### config.mk
export PLATFORM = sky130hd
export DESIGN_NAME = tsmc_top
export DESIGN_NICKNAME = d
export VERILOG_FILES = /design/src/tsmc_sync.v /design/src/tsmc_top.v
export VERILOG_INCLUDE_DIRS = /design/src /design/src/src
export SDC_FILE = /design/constraint.sdc
export NUM_CORES = 1
export LEC_CHECK = 0
export BUFFER_PORTS_ARGS = -buffer_cell sky130_fd_sc_hd__buf_2
export CORE_ASPECT_RATIO = 1.5
export CORE_MARGIN = 2
export CORE_UTILIZATION = 45
export CTS_CLUSTER_SIZE = 12
export DETAILED_ROUTE_END_ITERATION = 8
export GPL_TIMING_DRIVEN = 0
export PLACE_DENSITY = 0.8
export SYNTH_ARGS = -nofsm -noshare
export SYNTH_HDL_FRONTEND = slang
export SYNTH_HIERARCHICAL = 1
export SYNTH_SLANG_ARGS = --single-unit
### constraint.sdc
create_clock -name mclk -period 8.3 [get_ports mclk]
set_input_delay 0.415 -clock mclk [delete_from_list [all_inputs] [get_ports mclk]]
set_output_delay 0.415 -clock mclk [all_outputs]
set_load 0.01 [all_outputs]
### src/tsmc_map.vh
`ifndef TSMC_MAP_VH
`define TSMC_MAP_VH
// slave mode codes
`define TSMC_SM_OFF      3'h0
`define TSMC_SM_ENC1     3'h1
`define TSMC_SM_ENC2     3'h2
`define TSMC_SM_ENC3     3'h3
`define TSMC_SM_RESET    3'h4
`define TSMC_SM_GATED    3'h5
`define TSMC_SM_TRIGGER  3'h6
// trigger source codes
`define TSMC_TS_ITR0     3'h0
`define TSMC_TS_EDGE1    3'h4
`define TSMC_TS_FILT1    3'h5
`define TSMC_TS_FILT2    3'h6
`define TSMC_TS_EXTTRIG  3'h7
// capture select codes
`define TSMC_CS_OWN      2'h1
`define TSMC_CS_TRC      2'h3
// widths and reset values
`define TSMC_CNT_W       16
`define TSMC_OCMODE_W    12
`define TSMC_CHEN_W      4
`define TSMC_CNT_RST     16'h0000
`define TSMC_ARR_RST     16'hffff
`endif

### src/tsmc_sync.v
`timescale 1ns/10ps
`default_nettype none
// two flip-flop synchroniser per bit
module tsmc_sync #(
  parameter WIDTH = 1
) (
  // clock and reset
  input  wire             mclk,
  input  wire             resetn,
  // data
  input  wire [WIDTH-1:0] asyncIn,
  output wire [WIDTH-1:0] syncOut
);
  reg [WIDTH-1:0] stage1_reg;
  reg [WIDTH-1:0] stage2_reg;

  // first stage only feeds second stage
  always @(posedge mclk) begin
    if (!resetn) begin
      stage1_reg <= {WIDTH{1'b0}};
      stage2_reg <= {WIDTH{1'b0}};
    end else begin
      stage1_reg <= asyncIn;
      stage2_reg <= stage1_reg;
    end
  end

  assign syncOut = stage2_reg;
endmodule
`default_nettype wire

### src/tsmc_top.v
// What this block does
// reset mode trigger clears counter, reloads, updates
// reset mode: restart from zero, set flag
// trigger mode 110 starts counter, sets flag
// gated mode 101 counts only while active
// gated mode flags both start and stop
// trigger inputs resynchronised before acting
// trigger select 101/110/100 picks inputs
// capture select 01 own input, polarity
// external clock mode 2 on trigger pin
// software avoids trigger source 111 then
// trigger plus ext clock counts pin edges
// commutation bits preloaded, copied on event
// preload only when preload control set
// commutation by software or trigger rise
// commutation sets flag, irq, dma request
// encoder codes 001, 010, 011 select edges
// encoder sets direction, wraps zero to reload
// input 1 edge direction table
// input 2 edge direction table
// software never mixes encoder and ext clock
// xor option combines three channel pins
// hall change restarts counter, capture interval
// two-stage synchroniser on external inputs
`timescale 1ns/10ps
`default_nettype none
`include "tsmc_map.vh"
module tsmc_top #(
  parameter CNT_W = `TSMC_CNT_W,
  parameter OCM_W = `TSMC_OCMODE_W,
  parameter CHN_W = `TSMC_CHEN_W
) (
  // clock and reset
  input  wire             mclk,
  input  wire             resetn,
  // external pins
  input  wire             channelPin1,
  input  wire             channelPin2,
  input  wire             channelPin3,
  input  wire             externalTriggerPin,
  input  wire             internalTrigger,
  // configuration
  input  wire [2:0]       slaveModeSelect,
  input  wire [2:0]       triggerSourceSelect,
  input  wire             counterEnableBit,
  input  wire             updateRequestSource,
  input  wire [1:0]       channel1CaptureSelect,
  input  wire [1:0]       channel2CaptureSelect,
  input  wire             channel1Polarity,
  input  wire             channel2Polarity,
  input  wire             extClockMode2Enable,
  input  wire             extTriggerPolarity,
  input  wire             xorSelect,
  input  wire [CNT_W-1:0] autoReload,
  // commutation control
  input  wire [OCM_W-1:0] outputCompareModePre,
  input  wire [CHN_W-1:0] channelOutputEnablePre,
  input  wire [CHN_W-1:0] complementaryOutputEnablePre,
  input  wire             comparePreloadControl,
  input  wire             commutationUpdateSelect,
  input  wire             commutationGenerate,
  input  wire             commutationIrqEnable,
  input  wire             commutationDmaEnable,
  input  wire             triggerFlagClear,
  input  wire             commutationFlagClear,
  // status and outputs
  output reg  [CNT_W-1:0] counterValue,
  output reg              countDown,
  output reg              counterRunning,
  output reg              triggerFlag,
  output reg              commutationFlag,
  output reg              commutationIrq,
  output reg              commutationDmaReq,
  output reg              updateEvent,
  output reg              reloadStrobe,
  output reg              captureStrobe,
  output reg  [CNT_W-1:0] captureValue,
  output reg  [OCM_W-1:0] outputCompareMode,
  output reg  [CHN_W-1:0] channelOutputEnable,
  output reg  [CHN_W-1:0] complementaryOutputEnable
);
  // synchronised pins
  wire [4:0] pinSync;
  wire       in1Raw;
  wire       in2Raw;
  wire       in3Raw;
  wire       extPinS;
  wire       itrS;

  tsmc_sync #(
    .WIDTH (5)
  ) uSync (
    .mclk    (mclk),
    .resetn  (resetn),
    .asyncIn ({internalTrigger, externalTriggerPin, channelPin3, channelPin2, channelPin1}),
    .syncOut (pinSync)
  ); // see R6

  assign in1Raw  = pinSync[0];
  assign in2Raw  = pinSync[1];
  assign in3Raw  = pinSync[2];
  assign extPinS = pinSync[3];
  assign itrS    = pinSync[4];

  // input 1 source, xor of three pins when selected
  wire timerInputOne;
  wire timerInputTwo;
  assign timerInputOne = xorSelect ? (in1Raw ^ in2Raw ^ in3Raw) : in1Raw;
  assign timerInputTwo = in2Raw;

  // polarity-adjusted filtered inputs
  wire filteredInput1;
  wire filteredInput2;
  wire filteredExtTrigger;
  assign filteredInput1     = timerInputOne ^ channel1Polarity;
  assign filteredInput2     = timerInputTwo ^ channel2Polarity;
  assign filteredExtTrigger = extPinS ^ extTriggerPolarity;

  // previous values for edge detection
  reg in1Prev_reg;
  reg fi1Prev_reg;
  reg fi2Prev_reg;
  reg extPrev_reg;
  reg trgPrev_reg;
  reg itrPrev_reg;

  // trigger source mux
  reg triggerInput;
  reg triggerEdge;
  always @* begin
    triggerInput = 1'b0;
    triggerEdge  = 1'b0;
    case (triggerSourceSelect)
      `TSMC_TS_EDGE1: begin
        triggerInput = timerInputOne;
        triggerEdge  = timerInputOne ^ in1Prev_reg; // see R7
      end
      `TSMC_TS_FILT1: begin
        triggerInput = filteredInput1;
        triggerEdge  = filteredInput1 & ~fi1Prev_reg;
      end
      `TSMC_TS_FILT2: begin
        triggerInput = filteredInput2;
        triggerEdge  = filteredInput2 & ~fi2Prev_reg;
      end
      `TSMC_TS_EXTTRIG: begin
        triggerInput = filteredExtTrigger;
        triggerEdge  = filteredExtTrigger & ~extPrev_reg;
      end
      `TSMC_TS_ITR0: begin
        triggerInput = itrS;
        triggerEdge  = itrS & ~itrPrev_reg;
      end
      default: begin
        triggerInput = 1'b0;
        triggerEdge  = 1'b0;
      end
    endcase
  end

  // mode decode
  wire encMode;
  wire resetMode;
  wire gatedMode;
  wire trigMode;
  wire enc1Mode;
  wire enc2Mode;
  assign enc1Mode  = (slaveModeSelect == `TSMC_SM_ENC1) || (slaveModeSelect == `TSMC_SM_ENC3);
  assign enc2Mode  = (slaveModeSelect == `TSMC_SM_ENC2) || (slaveModeSelect == `TSMC_SM_ENC3);
  assign encMode   = enc1Mode | enc2Mode;
  assign resetMode = (slaveModeSelect == `TSMC_SM_RESET);
  assign gatedMode = (slaveModeSelect == `TSMC_SM_GATED);
  assign trigMode  = (slaveModeSelect == `TSMC_SM_TRIGGER);

  // counter tick source: ext clock mode 2 pin edges or kernel clock
  wire extTick;
  wire countTick;
  assign extTick   = filteredExtTrigger & ~extPrev_reg;
  assign countTick = (extClockMode2Enable && !encMode) ? extTick : 1'b1; // see R11

  // encoder edges on filtered inputs
  wire fi1Rise;
  wire fi1Fall;
  wire fi2Rise;
  wire fi2Fall;
  assign fi1Rise = filteredInput1 & ~fi1Prev_reg;
  assign fi1Fall = ~filteredInput1 & fi1Prev_reg;
  assign fi2Rise = filteredInput2 & ~fi2Prev_reg;
  assign fi2Fall = ~filteredInput2 & fi2Prev_reg;

  // encoder step and direction
  reg encStep;
  reg encDown;
  always @* begin
    encStep = 1'b0;
    encDown = countDown;
    if (enc1Mode && (fi1Rise || fi1Fall)) begin
      encStep = 1'b1;
      encDown = fi1Rise ? filteredInput2 : ~filteredInput2;
    end else if (enc2Mode && (fi2Rise || fi2Fall)) begin
      encStep = 1'b1;
      encDown = fi2Rise ? ~filteredInput1 : filteredInput1;
    end
  end

  // next counter state
  reg [CNT_W-1:0] counter_next;
  reg             down_next;
  reg             running_next;
  reg             trigFlag_next;
  reg             update_next;
  reg             reload_next;
  reg             capture_next;
  wire            trigEnables;
  assign trigEnables = counterEnableBit | counterRunning;

  always @* begin
    counter_next  = counterValue;
    down_next     = countDown;
    running_next  = counterRunning;
    trigFlag_next = triggerFlag & ~triggerFlagClear;
    update_next   = 1'b0;
    reload_next   = 1'b0;
    capture_next  = 1'b0;
    if (!counterEnableBit) begin
      running_next = trigMode ? counterRunning : 1'b0;
    end
    if (encMode) begin
      running_next = counterEnableBit;
      if (counterEnableBit && encStep) begin
        down_next = encDown;
        if (encDown) begin
          counter_next = (counterValue == {CNT_W{1'b0}}) ? autoReload
                       : counterValue - {{(CNT_W-1){1'b0}}, 1'b1};
        end else begin
          counter_next = (counterValue >= autoReload) ? {CNT_W{1'b0}}
                       : counterValue + {{(CNT_W-1){1'b0}}, 1'b1};
        end
      end
    end else begin
      // up counter on selected tick
      if (counterRunning && countTick && (!gatedMode || triggerInput)) begin
        down_next    = 1'b0;
        counter_next = (counterValue >= autoReload) ? {CNT_W{1'b0}}
                     : counterValue + {{(CNT_W-1){1'b0}}, 1'b1};
      end
      if (resetMode && triggerEdge) begin
        counter_next  = {CNT_W{1'b0}}; // see R1
        reload_next   = 1'b1;
        update_next   = ~updateRequestSource;
        trigFlag_next = 1'b1;
        capture_next  = (channel1CaptureSelect == `TSMC_CS_TRC);
        running_next  = counterEnableBit;
      end
      if (trigMode && triggerEdge) begin
        running_next  = 1'b1; // see R3
        trigFlag_next = 1'b1; // see R3
      end
      if (gatedMode && (triggerInput != trgPrev_reg) && counterEnableBit) begin
        trigFlag_next = 1'b1;
      end
      if (!trigMode && !resetMode) begin
        running_next = counterEnableBit;
      end
      if (resetMode && !triggerEdge) begin
        running_next = counterEnableBit;
      end
    end
    if (!trigEnables && !trigMode) begin
      running_next = 1'b0;
    end
  end

  // commutation event, software or trigger rising edge
  wire commutationEvent;
  wire trgRise;
  assign trgRise          = triggerInput & ~trgPrev_reg;
  assign commutationEvent = comparePreloadControl &
                            (commutationGenerate | (commutationUpdateSelect & trgRise));

  // sequential state
  always @(posedge mclk) begin
    if (!resetn) begin
      // edge history follows its source in reset, so no false edge on release
      in1Prev_reg               <= timerInputOne;
      fi1Prev_reg               <= filteredInput1;
      fi2Prev_reg               <= filteredInput2;
      extPrev_reg               <= filteredExtTrigger;
      trgPrev_reg               <= triggerInput;
      itrPrev_reg               <= itrS;
      counterValue              <= `TSMC_CNT_RST;
      countDown                 <= 1'b0;
      counterRunning            <= 1'b0;
      triggerFlag               <= 1'b0;
      commutationFlag           <= 1'b0;
      commutationIrq            <= 1'b0;
      commutationDmaReq         <= 1'b0;
      updateEvent               <= 1'b0;
      reloadStrobe              <= 1'b0;
      captureStrobe             <= 1'b0;
      captureValue              <= `TSMC_CNT_RST;
      outputCompareMode         <= {OCM_W{1'b0}};
      channelOutputEnable       <= {CHN_W{1'b0}};
      complementaryOutputEnable <= {CHN_W{1'b0}};
    end else begin
      in1Prev_reg    <= timerInputOne;
      fi1Prev_reg    <= filteredInput1;
      fi2Prev_reg    <= filteredInput2;
      extPrev_reg    <= filteredExtTrigger;
      trgPrev_reg    <= triggerInput;
      itrPrev_reg    <= itrS;
      counterValue   <= counter_next;
      countDown      <= down_next;
      counterRunning <= running_next;
      triggerFlag    <= trigFlag_next; // set wins over clear
      updateEvent    <= update_next;
      reloadStrobe   <= reload_next;
      captureStrobe  <= capture_next;
      if (capture_next) begin
        captureValue <= counterValue;
      end
      // commutation flag, set wins over clear
      commutationFlag   <= commutationEvent | (commutationFlag & ~commutationFlagClear);
      commutationIrq    <= commutationEvent & commutationIrqEnable;
      commutationDmaReq <= commutationEvent & commutationDmaEnable;
      // shadow copy of preloaded bits
      if (commutationEvent) begin
        outputCompareMode         <= outputCompareModePre; // see R12
        channelOutputEnable       <= channelOutputEnablePre;
        complementaryOutputEnable <= complementaryOutputEnablePre;
      end else if (!comparePreloadControl) begin
        outputCompareMode         <= outputCompareModePre;
        channelOutputEnable       <= channelOutputEnablePre;
        complementaryOutputEnable <= complementaryOutputEnablePre;
      end
    end
  end
endmodule
`default_nettype wire

* After elaboration in Yosys (flattened, before gate mapping) *
Index checks and enable logic that the tools add are counted.

operators by class
  bitwise operators = 35
  add/subtract/negate cells = 2
  reductions and logical operators = 34
  multiplexer cells = 40
  equal/unequal tests = 16
  magnitude comparators = 1

operator list
  kind                                                count
  two-way mux 16 bit                                  7
  two-way mux 1 bit                                   25
  two-way mux 12 bit                                  2
  == test 3 bit, second input constant                7
  adder 16 x 1 -> 16 bit, second input constant       1
  greater-or-equal comparator 16 bit                  1
  zero test 16 bit                                    1
  two-way mux 4 bit                                   4
  subtractor 16 x 1 -> 16 bit, second input constant  1
  AND 1 bit                                           13
  logical AND 1 bit                                   13
  NOT 1 bit                                           12
  one-hot mux 1 bit (5 select lines)                  2
  == test 3 x 2 -> 1 bit, second input constant       2
  zero test 1 bit                                     6
  != test 6 x 1 -> 1 bit, second input constant       1
  != test 6 x 2 -> 1 bit, second input constant       1
  AND reduction 2 bit                                 3
  bitwise XOR 1 bit                                   6
  logical OR 1 bit                                    5
  != test 2 x 1 -> 1 bit, second input constant       2
  OR 1 bit                                            4
  OR reduction 2 bit                                  2
  == test 3 x 1 -> 1 bit, second input constant       1
  other kinds (6)                                     6

storage, ports and cells
  flip-flop bits (word level) = 77
  word-level logic and storage cells = 150
  output and inout port bits = 61
  input port bits = 67

* Logic depth before layout (Yosys ltp) *
  depth in word-level cells = 12
  mapped depth = 13
  gate-level depth less buffers = 12

* Cells and area by module *
The synthesis kept the hierarchy.

by module, submodules not included
  module     cells an instance  seq. area each (µm²)  instances  area an instance (µm²)
  tsmc_top   511                1341.3                1          4015.1
  tsmc_sync  20                 200.2                 1          262.8

* Least setup slack after synthesis *
OpenSTA, ideal clock, no wires.

  kind = input -> register
  from = input port channel2Polarity
  to = register counterValue[2]
  data arrival time = 2.774 ns
  library setup time = 0.079 ns
  slack = 5.447 ns
  data required time = 8.221 ns
  stages = 10
  path buffers = 1
  path through = xor2_1 > ha_1 > xnor3_1 > or3_1 > a211o_1 > a32o_2 > or2_0 > buf_2 > or4_1 > o211ai_1

between the ends
  longest elaborated chain between the ends = 10
  elaborated cells on any way between the ends = 25
  classes of those cells = 1 x eq/ne; 12 x mux; 4 x bitwise; 8 x reduce/logical

ends and longest elaborated chain
  element                                                              RTL line                        RTL
  start, declared                                                      tsmc_top.v:50                   input wire channel2Polarity,
  bitwise XOR 1 bit *                                                  tsmc_top.v:116                  assign filteredInput2 = timerInputTwo ^ channel2Polarity;
  NOT 1 bit                                                            tsmc_top.v:189, tsmc_top.v:199
  AND 1 bit                                                            tsmc_top.v:189                  assign fi2Fall = ~filteredInput2 & fi2Prev_reg;
  logical OR 1 bit                                                     tsmc_top.v:200                  end else if (enc2Mode && (fi2Rise || fi2Fall)) begin
  logical AND 1 bit                                                    tsmc_top.v:200
  two-way mux 1 bit                                                    tsmc_top.v:200
  two-way mux 1 bit                                                    tsmc_top.v:197                  if (enc1Mode && (fi1Rise || fi1Fall)) begin
  two-way mux 16 bit / logical AND 1 bit (equally long branches)       tsmc_top.v:232, tsmc_top.v:230
  two-way mux 16 bit / != test 2 x 1 -> 1 bit (equally long branches)  --
  two-way mux 16 bit / AND reduction 2 bit (equally long branches)     --
  end signal, assigned                                                 tsmc_top.v:291                  counterValue <= `TSMC_CNT_RST;
  end signal, assigned                                                 tsmc_top.v:312                  counterValue <= counter_next;
  end, declared                                                        tsmc_top.v:67                   output reg [CNT_W-1:0] counterValue,

Every way passes the cells marked *; elsewhere a longest branch is shown, timed or not. The select of a mux whose other input is x is not followed.
A chain may end at the register's enable or synchronous reset.

* Worst setup path in the final report *
  from = register uSync.stage2_reg[1] (netlist: uSync/syncOut[1])
  to = register captureValue[8]

between the ends
  longest elaborated chain between the ends = 9
  elaborated cells on any way between the ends = 12
  classes of those cells = 4 x mux; 7 x bitwise; 1 x reduce/logical

ends and longest elaborated chain
  element                             RTL line        RTL
  start, declared                     tsmc_sync.v:15  reg [WIDTH-1:0] stage2_reg;
  start signal, assigned              tsmc_sync.v:21  stage2_reg <= {WIDTH{1'b0}};
  start signal, assigned              tsmc_sync.v:24  stage2_reg <= stage1_reg;
  bitwise XOR 1 bit (2 in a row)      tsmc_top.v:108  assign timerInputOne = xorSelect ? (in1Raw ^ in2Raw ^ in3Raw) : in1Raw;
  two-way mux 1 bit                   tsmc_top.v:108
  named net timerInputOne             tsmc_top.v:106  wire timerInputOne;
  bitwise XOR 1 bit                   tsmc_top.v:115  assign filteredInput1 = timerInputOne ^ channel1Polarity;
  named net filteredInput1            tsmc_top.v:112  wire filteredInput1;
  AND 1 bit                           tsmc_top.v:140  triggerEdge = filteredInput1 & ~fi1Prev_reg;
  one-hot mux 1 bit (5 select lines)  tsmc_top.v:133  case (triggerSourceSelect)
  logical AND 1 bit                   tsmc_top.v:247  if (resetMode && triggerEdge) begin
  two-way mux 1 bit                   tsmc_top.v:247
  two-way mux 1 bit                   tsmc_top.v:228  if (encMode) begin
  end signal, assigned                tsmc_top.v:301  captureValue <= `TSMC_CNT_RST;
  end signal, assigned                tsmc_top.v:320  captureValue <= counterValue;
  end, declared                       tsmc_top.v:77   output reg [CNT_W-1:0] captureValue,

The timed path passes the listed nets, and every way through them passes these cells.

==> results by group <==
Critical path
  • Type of origin of the critical path: flip-flop
  • Reg2Reg Setup Slack: 4.78 ns
  • Crit-path leading delay family: compound AO/OA/AOI/OAI gates
  • Crit end category: flip-flop
  • CP Buf/Inv Count: 2
  • Slowest-stage cell, CP: o21ai_0
  • Crit path DAT: 3.73 ns
  • Ordered cell list for the critical path: xnor2_1, o21ai_0, nand2_1, xor2_1, ha_1, a31oi_1, o21ai_0, a21o_1, and3_1, buf_2, buf_2, mux2i_1, nor2_1
  • R2r startpoint: uSync/syncOut[1]$_SDFF_PN0_
  • Crit path kind: flip-flop to flip-flop
  • Crit path max fanout: 10
  • Reg2reg end: captureValue[8]$_SDFFE_PN0P_
  • Worst r2r path cells: 13
  • Worst EP required: 8.50 ns
  • CP max stage delay: 0.42 ns

Floorplan
  • # IOs: 128
  • # rows: 43
  • Die height: 123.4 um
  • Die area: 10,320 sq um
  • Placeable Area: 9254 sq um
  • Initial core utilization: 46.23%
  • Die width: 83.61 um

Timing
  • Final WS setup: 4.776 ns
  • Final Setup Violations: 0
  • Final Skew: 0.006633 ns
  • Final Cycle Share: 42.45%
  • Worst-margin pin slew: 0.7209 ns
  • RSZ-0062 raised after global routing: no
  • Post-Route Setup TNS: 0 ns
  • Final hold vios: 0
  • Pins Over Slew Limit: 0
  • Final Critical Period: 3.524 ns
  • F_max: 0.2838 GHz
  • Max_slew headroom: 51.50%

Yosys
  • Post-synthesis mux area share: 3.978%
  • Main combinational cell family by area after synthesis: simple AND/OR/NAND/NOR gates
  • YS warnings: 6
  • Synth Net Count: 620
  • Syn Area/Cell: 8.056 sq um
  • EDFF count, synth: 0
  • Post-synthesis simple-gate area fraction: 23.49%
  • Synth Area in Compound Gates: 20.01%
  • Post-Synth XOR/XNOR Area: 3.802%
  • Synth unique cells: 58
  • Netlist Area Pre-Place: 4278 sq um
  • Seq/Total Area, Yosys: 36.03%
  • Synthesized instance count: 531
  • FFs w/ async S/R, synth: 0%
  • Area share of fa/ha/maj cells after synthesis: 6.435%
  • Synth Register Bits: 77
  • Ys flop type: dfxtp_1

Detailed routing
  • Vias: 4,573
  • Detailed-route DRC error count: 0
  • Routed Wire Length: 12,850 um
  • Post-DRT Antenna Nets: 0
  • Routed length per instance: 16.43 um
  • Pre-antenna DRT Iters: 5
  • Initial DRC count: 307
  • Vias per Instance: 5.848

Min path
  • Hold Path Cell Cnt: 2
  • Hold Path Sink: updateEvent$_SDFF_PP0_
  • Worst hold path class: input pin to flip-flop
  • Hold Path Origin: updateRequestSource

Status
  • Outcome: complete, no violations

Placement
  • DP Worst Slack: 4.781 ns
  • PortBufs: 123
  • Detailed placement HPWL: 9680 um
  • GPL Wtd Cong: 0.9288

Clocking
  • # resized after CTS: 0
  • CTS tree: built
  • CTS sink cnt: 77
  • TritonCTS Buffers: 9
  • CTS max path bufs: 2
  • Clk_lat worst skew: 0.34 ns
  • H-tree Lvls: 3
  • Clk root buf: clkbuf_16
  • Post-CTS Setup Bufs: 0
  • Clock slew at reported path FFs: 0.06 ns
  • Post-CTS Hold Buffers: 0

Final layout
  • Most common cell after layout, fill and taps aside: buf_2
  • Layout cells sized above 1: 22.09%
  • Antenna cells: 0
  • Fin util: 57.63%
  • Filler instances: 867
  • Top flop regs: captureValue: 16 flops, counterValue: 16 flops, outputCompareMode: 12 flops
  • Commonest non-fill, non-tap cells in the layout: buf_2 (127), dfxtp_1 (77), nand2_1 (64), nor2_1 (41), a21oi_1 (37)
  • Area Overhead vs Synth: 24.66%
  • Final #Nets: 754

Global routing
  • Number of global-route vias before repair: 4,382
  • Largest net degree at the start of global routing: 18
  • First-pass GRT wire length: 20,580 um
  • Tot GR Track Use: 24.71%
  • Overflow after GRT: 0
  • Antenna violations before repair: 0

Power
  • P_leak: 2.485 nW
  • Maximum VDD drop: 0.0001366 V
  • Power density over the cells: 229.1 nW/um^2

Flow run
  • MaxCap Viol Count: 0
cells in the mapped netlist, drive strengths merged (5+ instances only):
master	count	share of area [%]
a211o	5	1.0
nand4	6	0.88
nor2	41	3.6
o21ai	29	3.4
nor3	6	0.70
xor2	9	1.8
a31oi	7	1.0
ha	22	6.4
a22oi	6	1.1
nand3	14	1.6
a41oi	7	1.4
a21oi	37	4.3
or3	6	0.88
o31ai	5	0.88
and2	15	2.2
mux2i	17	4.0
dfxtp	77	36
nor3b	13	2.3
inv	32	2.8
clkbuf	30	2.6
nand2	64	5.6
xnor2	7	1.4
or4	5	0.88
o211ai	11	1.9
nor4b	6	1.2
buf	7	0.82
cells by family (layout without fill, tap and decap cells):
family | count (synthesis) | after routing
fa+ha+maj | 22 | 22
simple gates | 198 | 198
flops | 77 | 77
compound gates | 131 | 131
buf+inv | 69 | 208
mux | 17 | 17
xor+xnor | 17 | 17
worst max path at each step:
stage | endpoint | slack, ns | start | depth (start not counted)
6_report | captureValue[8]$_SDFFE_PN0P_ | 4.78 | uSync/syncOut[1]$_SDFF_PN0_ | 13
5_1_grt | captureValue[8]$_SDFFE_PN0P_ | 4.55 | uSync/syncOut[1]$_SDFF_PN0_ | 13
4_1_cts | captureValue[8]$_SDFFE_PN0P_ | 4.78 | uSync/syncOut[1]$_SDFF_PN0_ | 13
3_5_place_dp | captureValue[8]$_SDFFE_PN0P_ | 4.78 | xorSelect | 14
3_3_place_gp | captureValue[7]$_SDFFE_PN0P_ | 4.89 | xorSelect | 14
2_1_floorplan | counterValue[2]$_SDFFE_PN0P_ | 5.45 | channel2Polarity | 10
final cells by class:
cell class                 count  area (sq um)  area share (%)
tap                          112         140.1           2.628
timing repair buffer         123         615.6           11.54
buffer                        37         147.6           2.769
clock buffer                   9         225.2           4.223
multi-input combinational    385          2469           46.29
inverter                      32         120.1           2.252
sequential                    77          1541           28.91
clock inverter                 7         73.82           1.384
power breakdown:
group          total, mW  internal, mW  switching, mW
Clock              0.396         0.234          0.163
Sequential         0.414         0.393         0.0208
Combinational      0.412         0.150          0.262
Total               1.22         0.777          0.445
per-stage QoR:
stage	hold slack, ns	std cells	total power [mW]	area [sq um]
after floorplan	0.3362	531	0.6951	4278
final	0.2311	782	1.222	5333
after global placement	0.3493	766	0.8121	5034
after detailed placement	0.3572	766	0.8210	5034
after global routing	0.2386	782	1.284	5333
after CTS	0.2248	782	1.218	5333
layer usage:
layer  global-route usage (%)  part of all wire, %
met1                    27.65                   38
met2                    44.55                   51
met3                    3.939                  7.0
met4                    13.91                  4.0
met5                        0                    0
(Power assumes the default switching activity.)
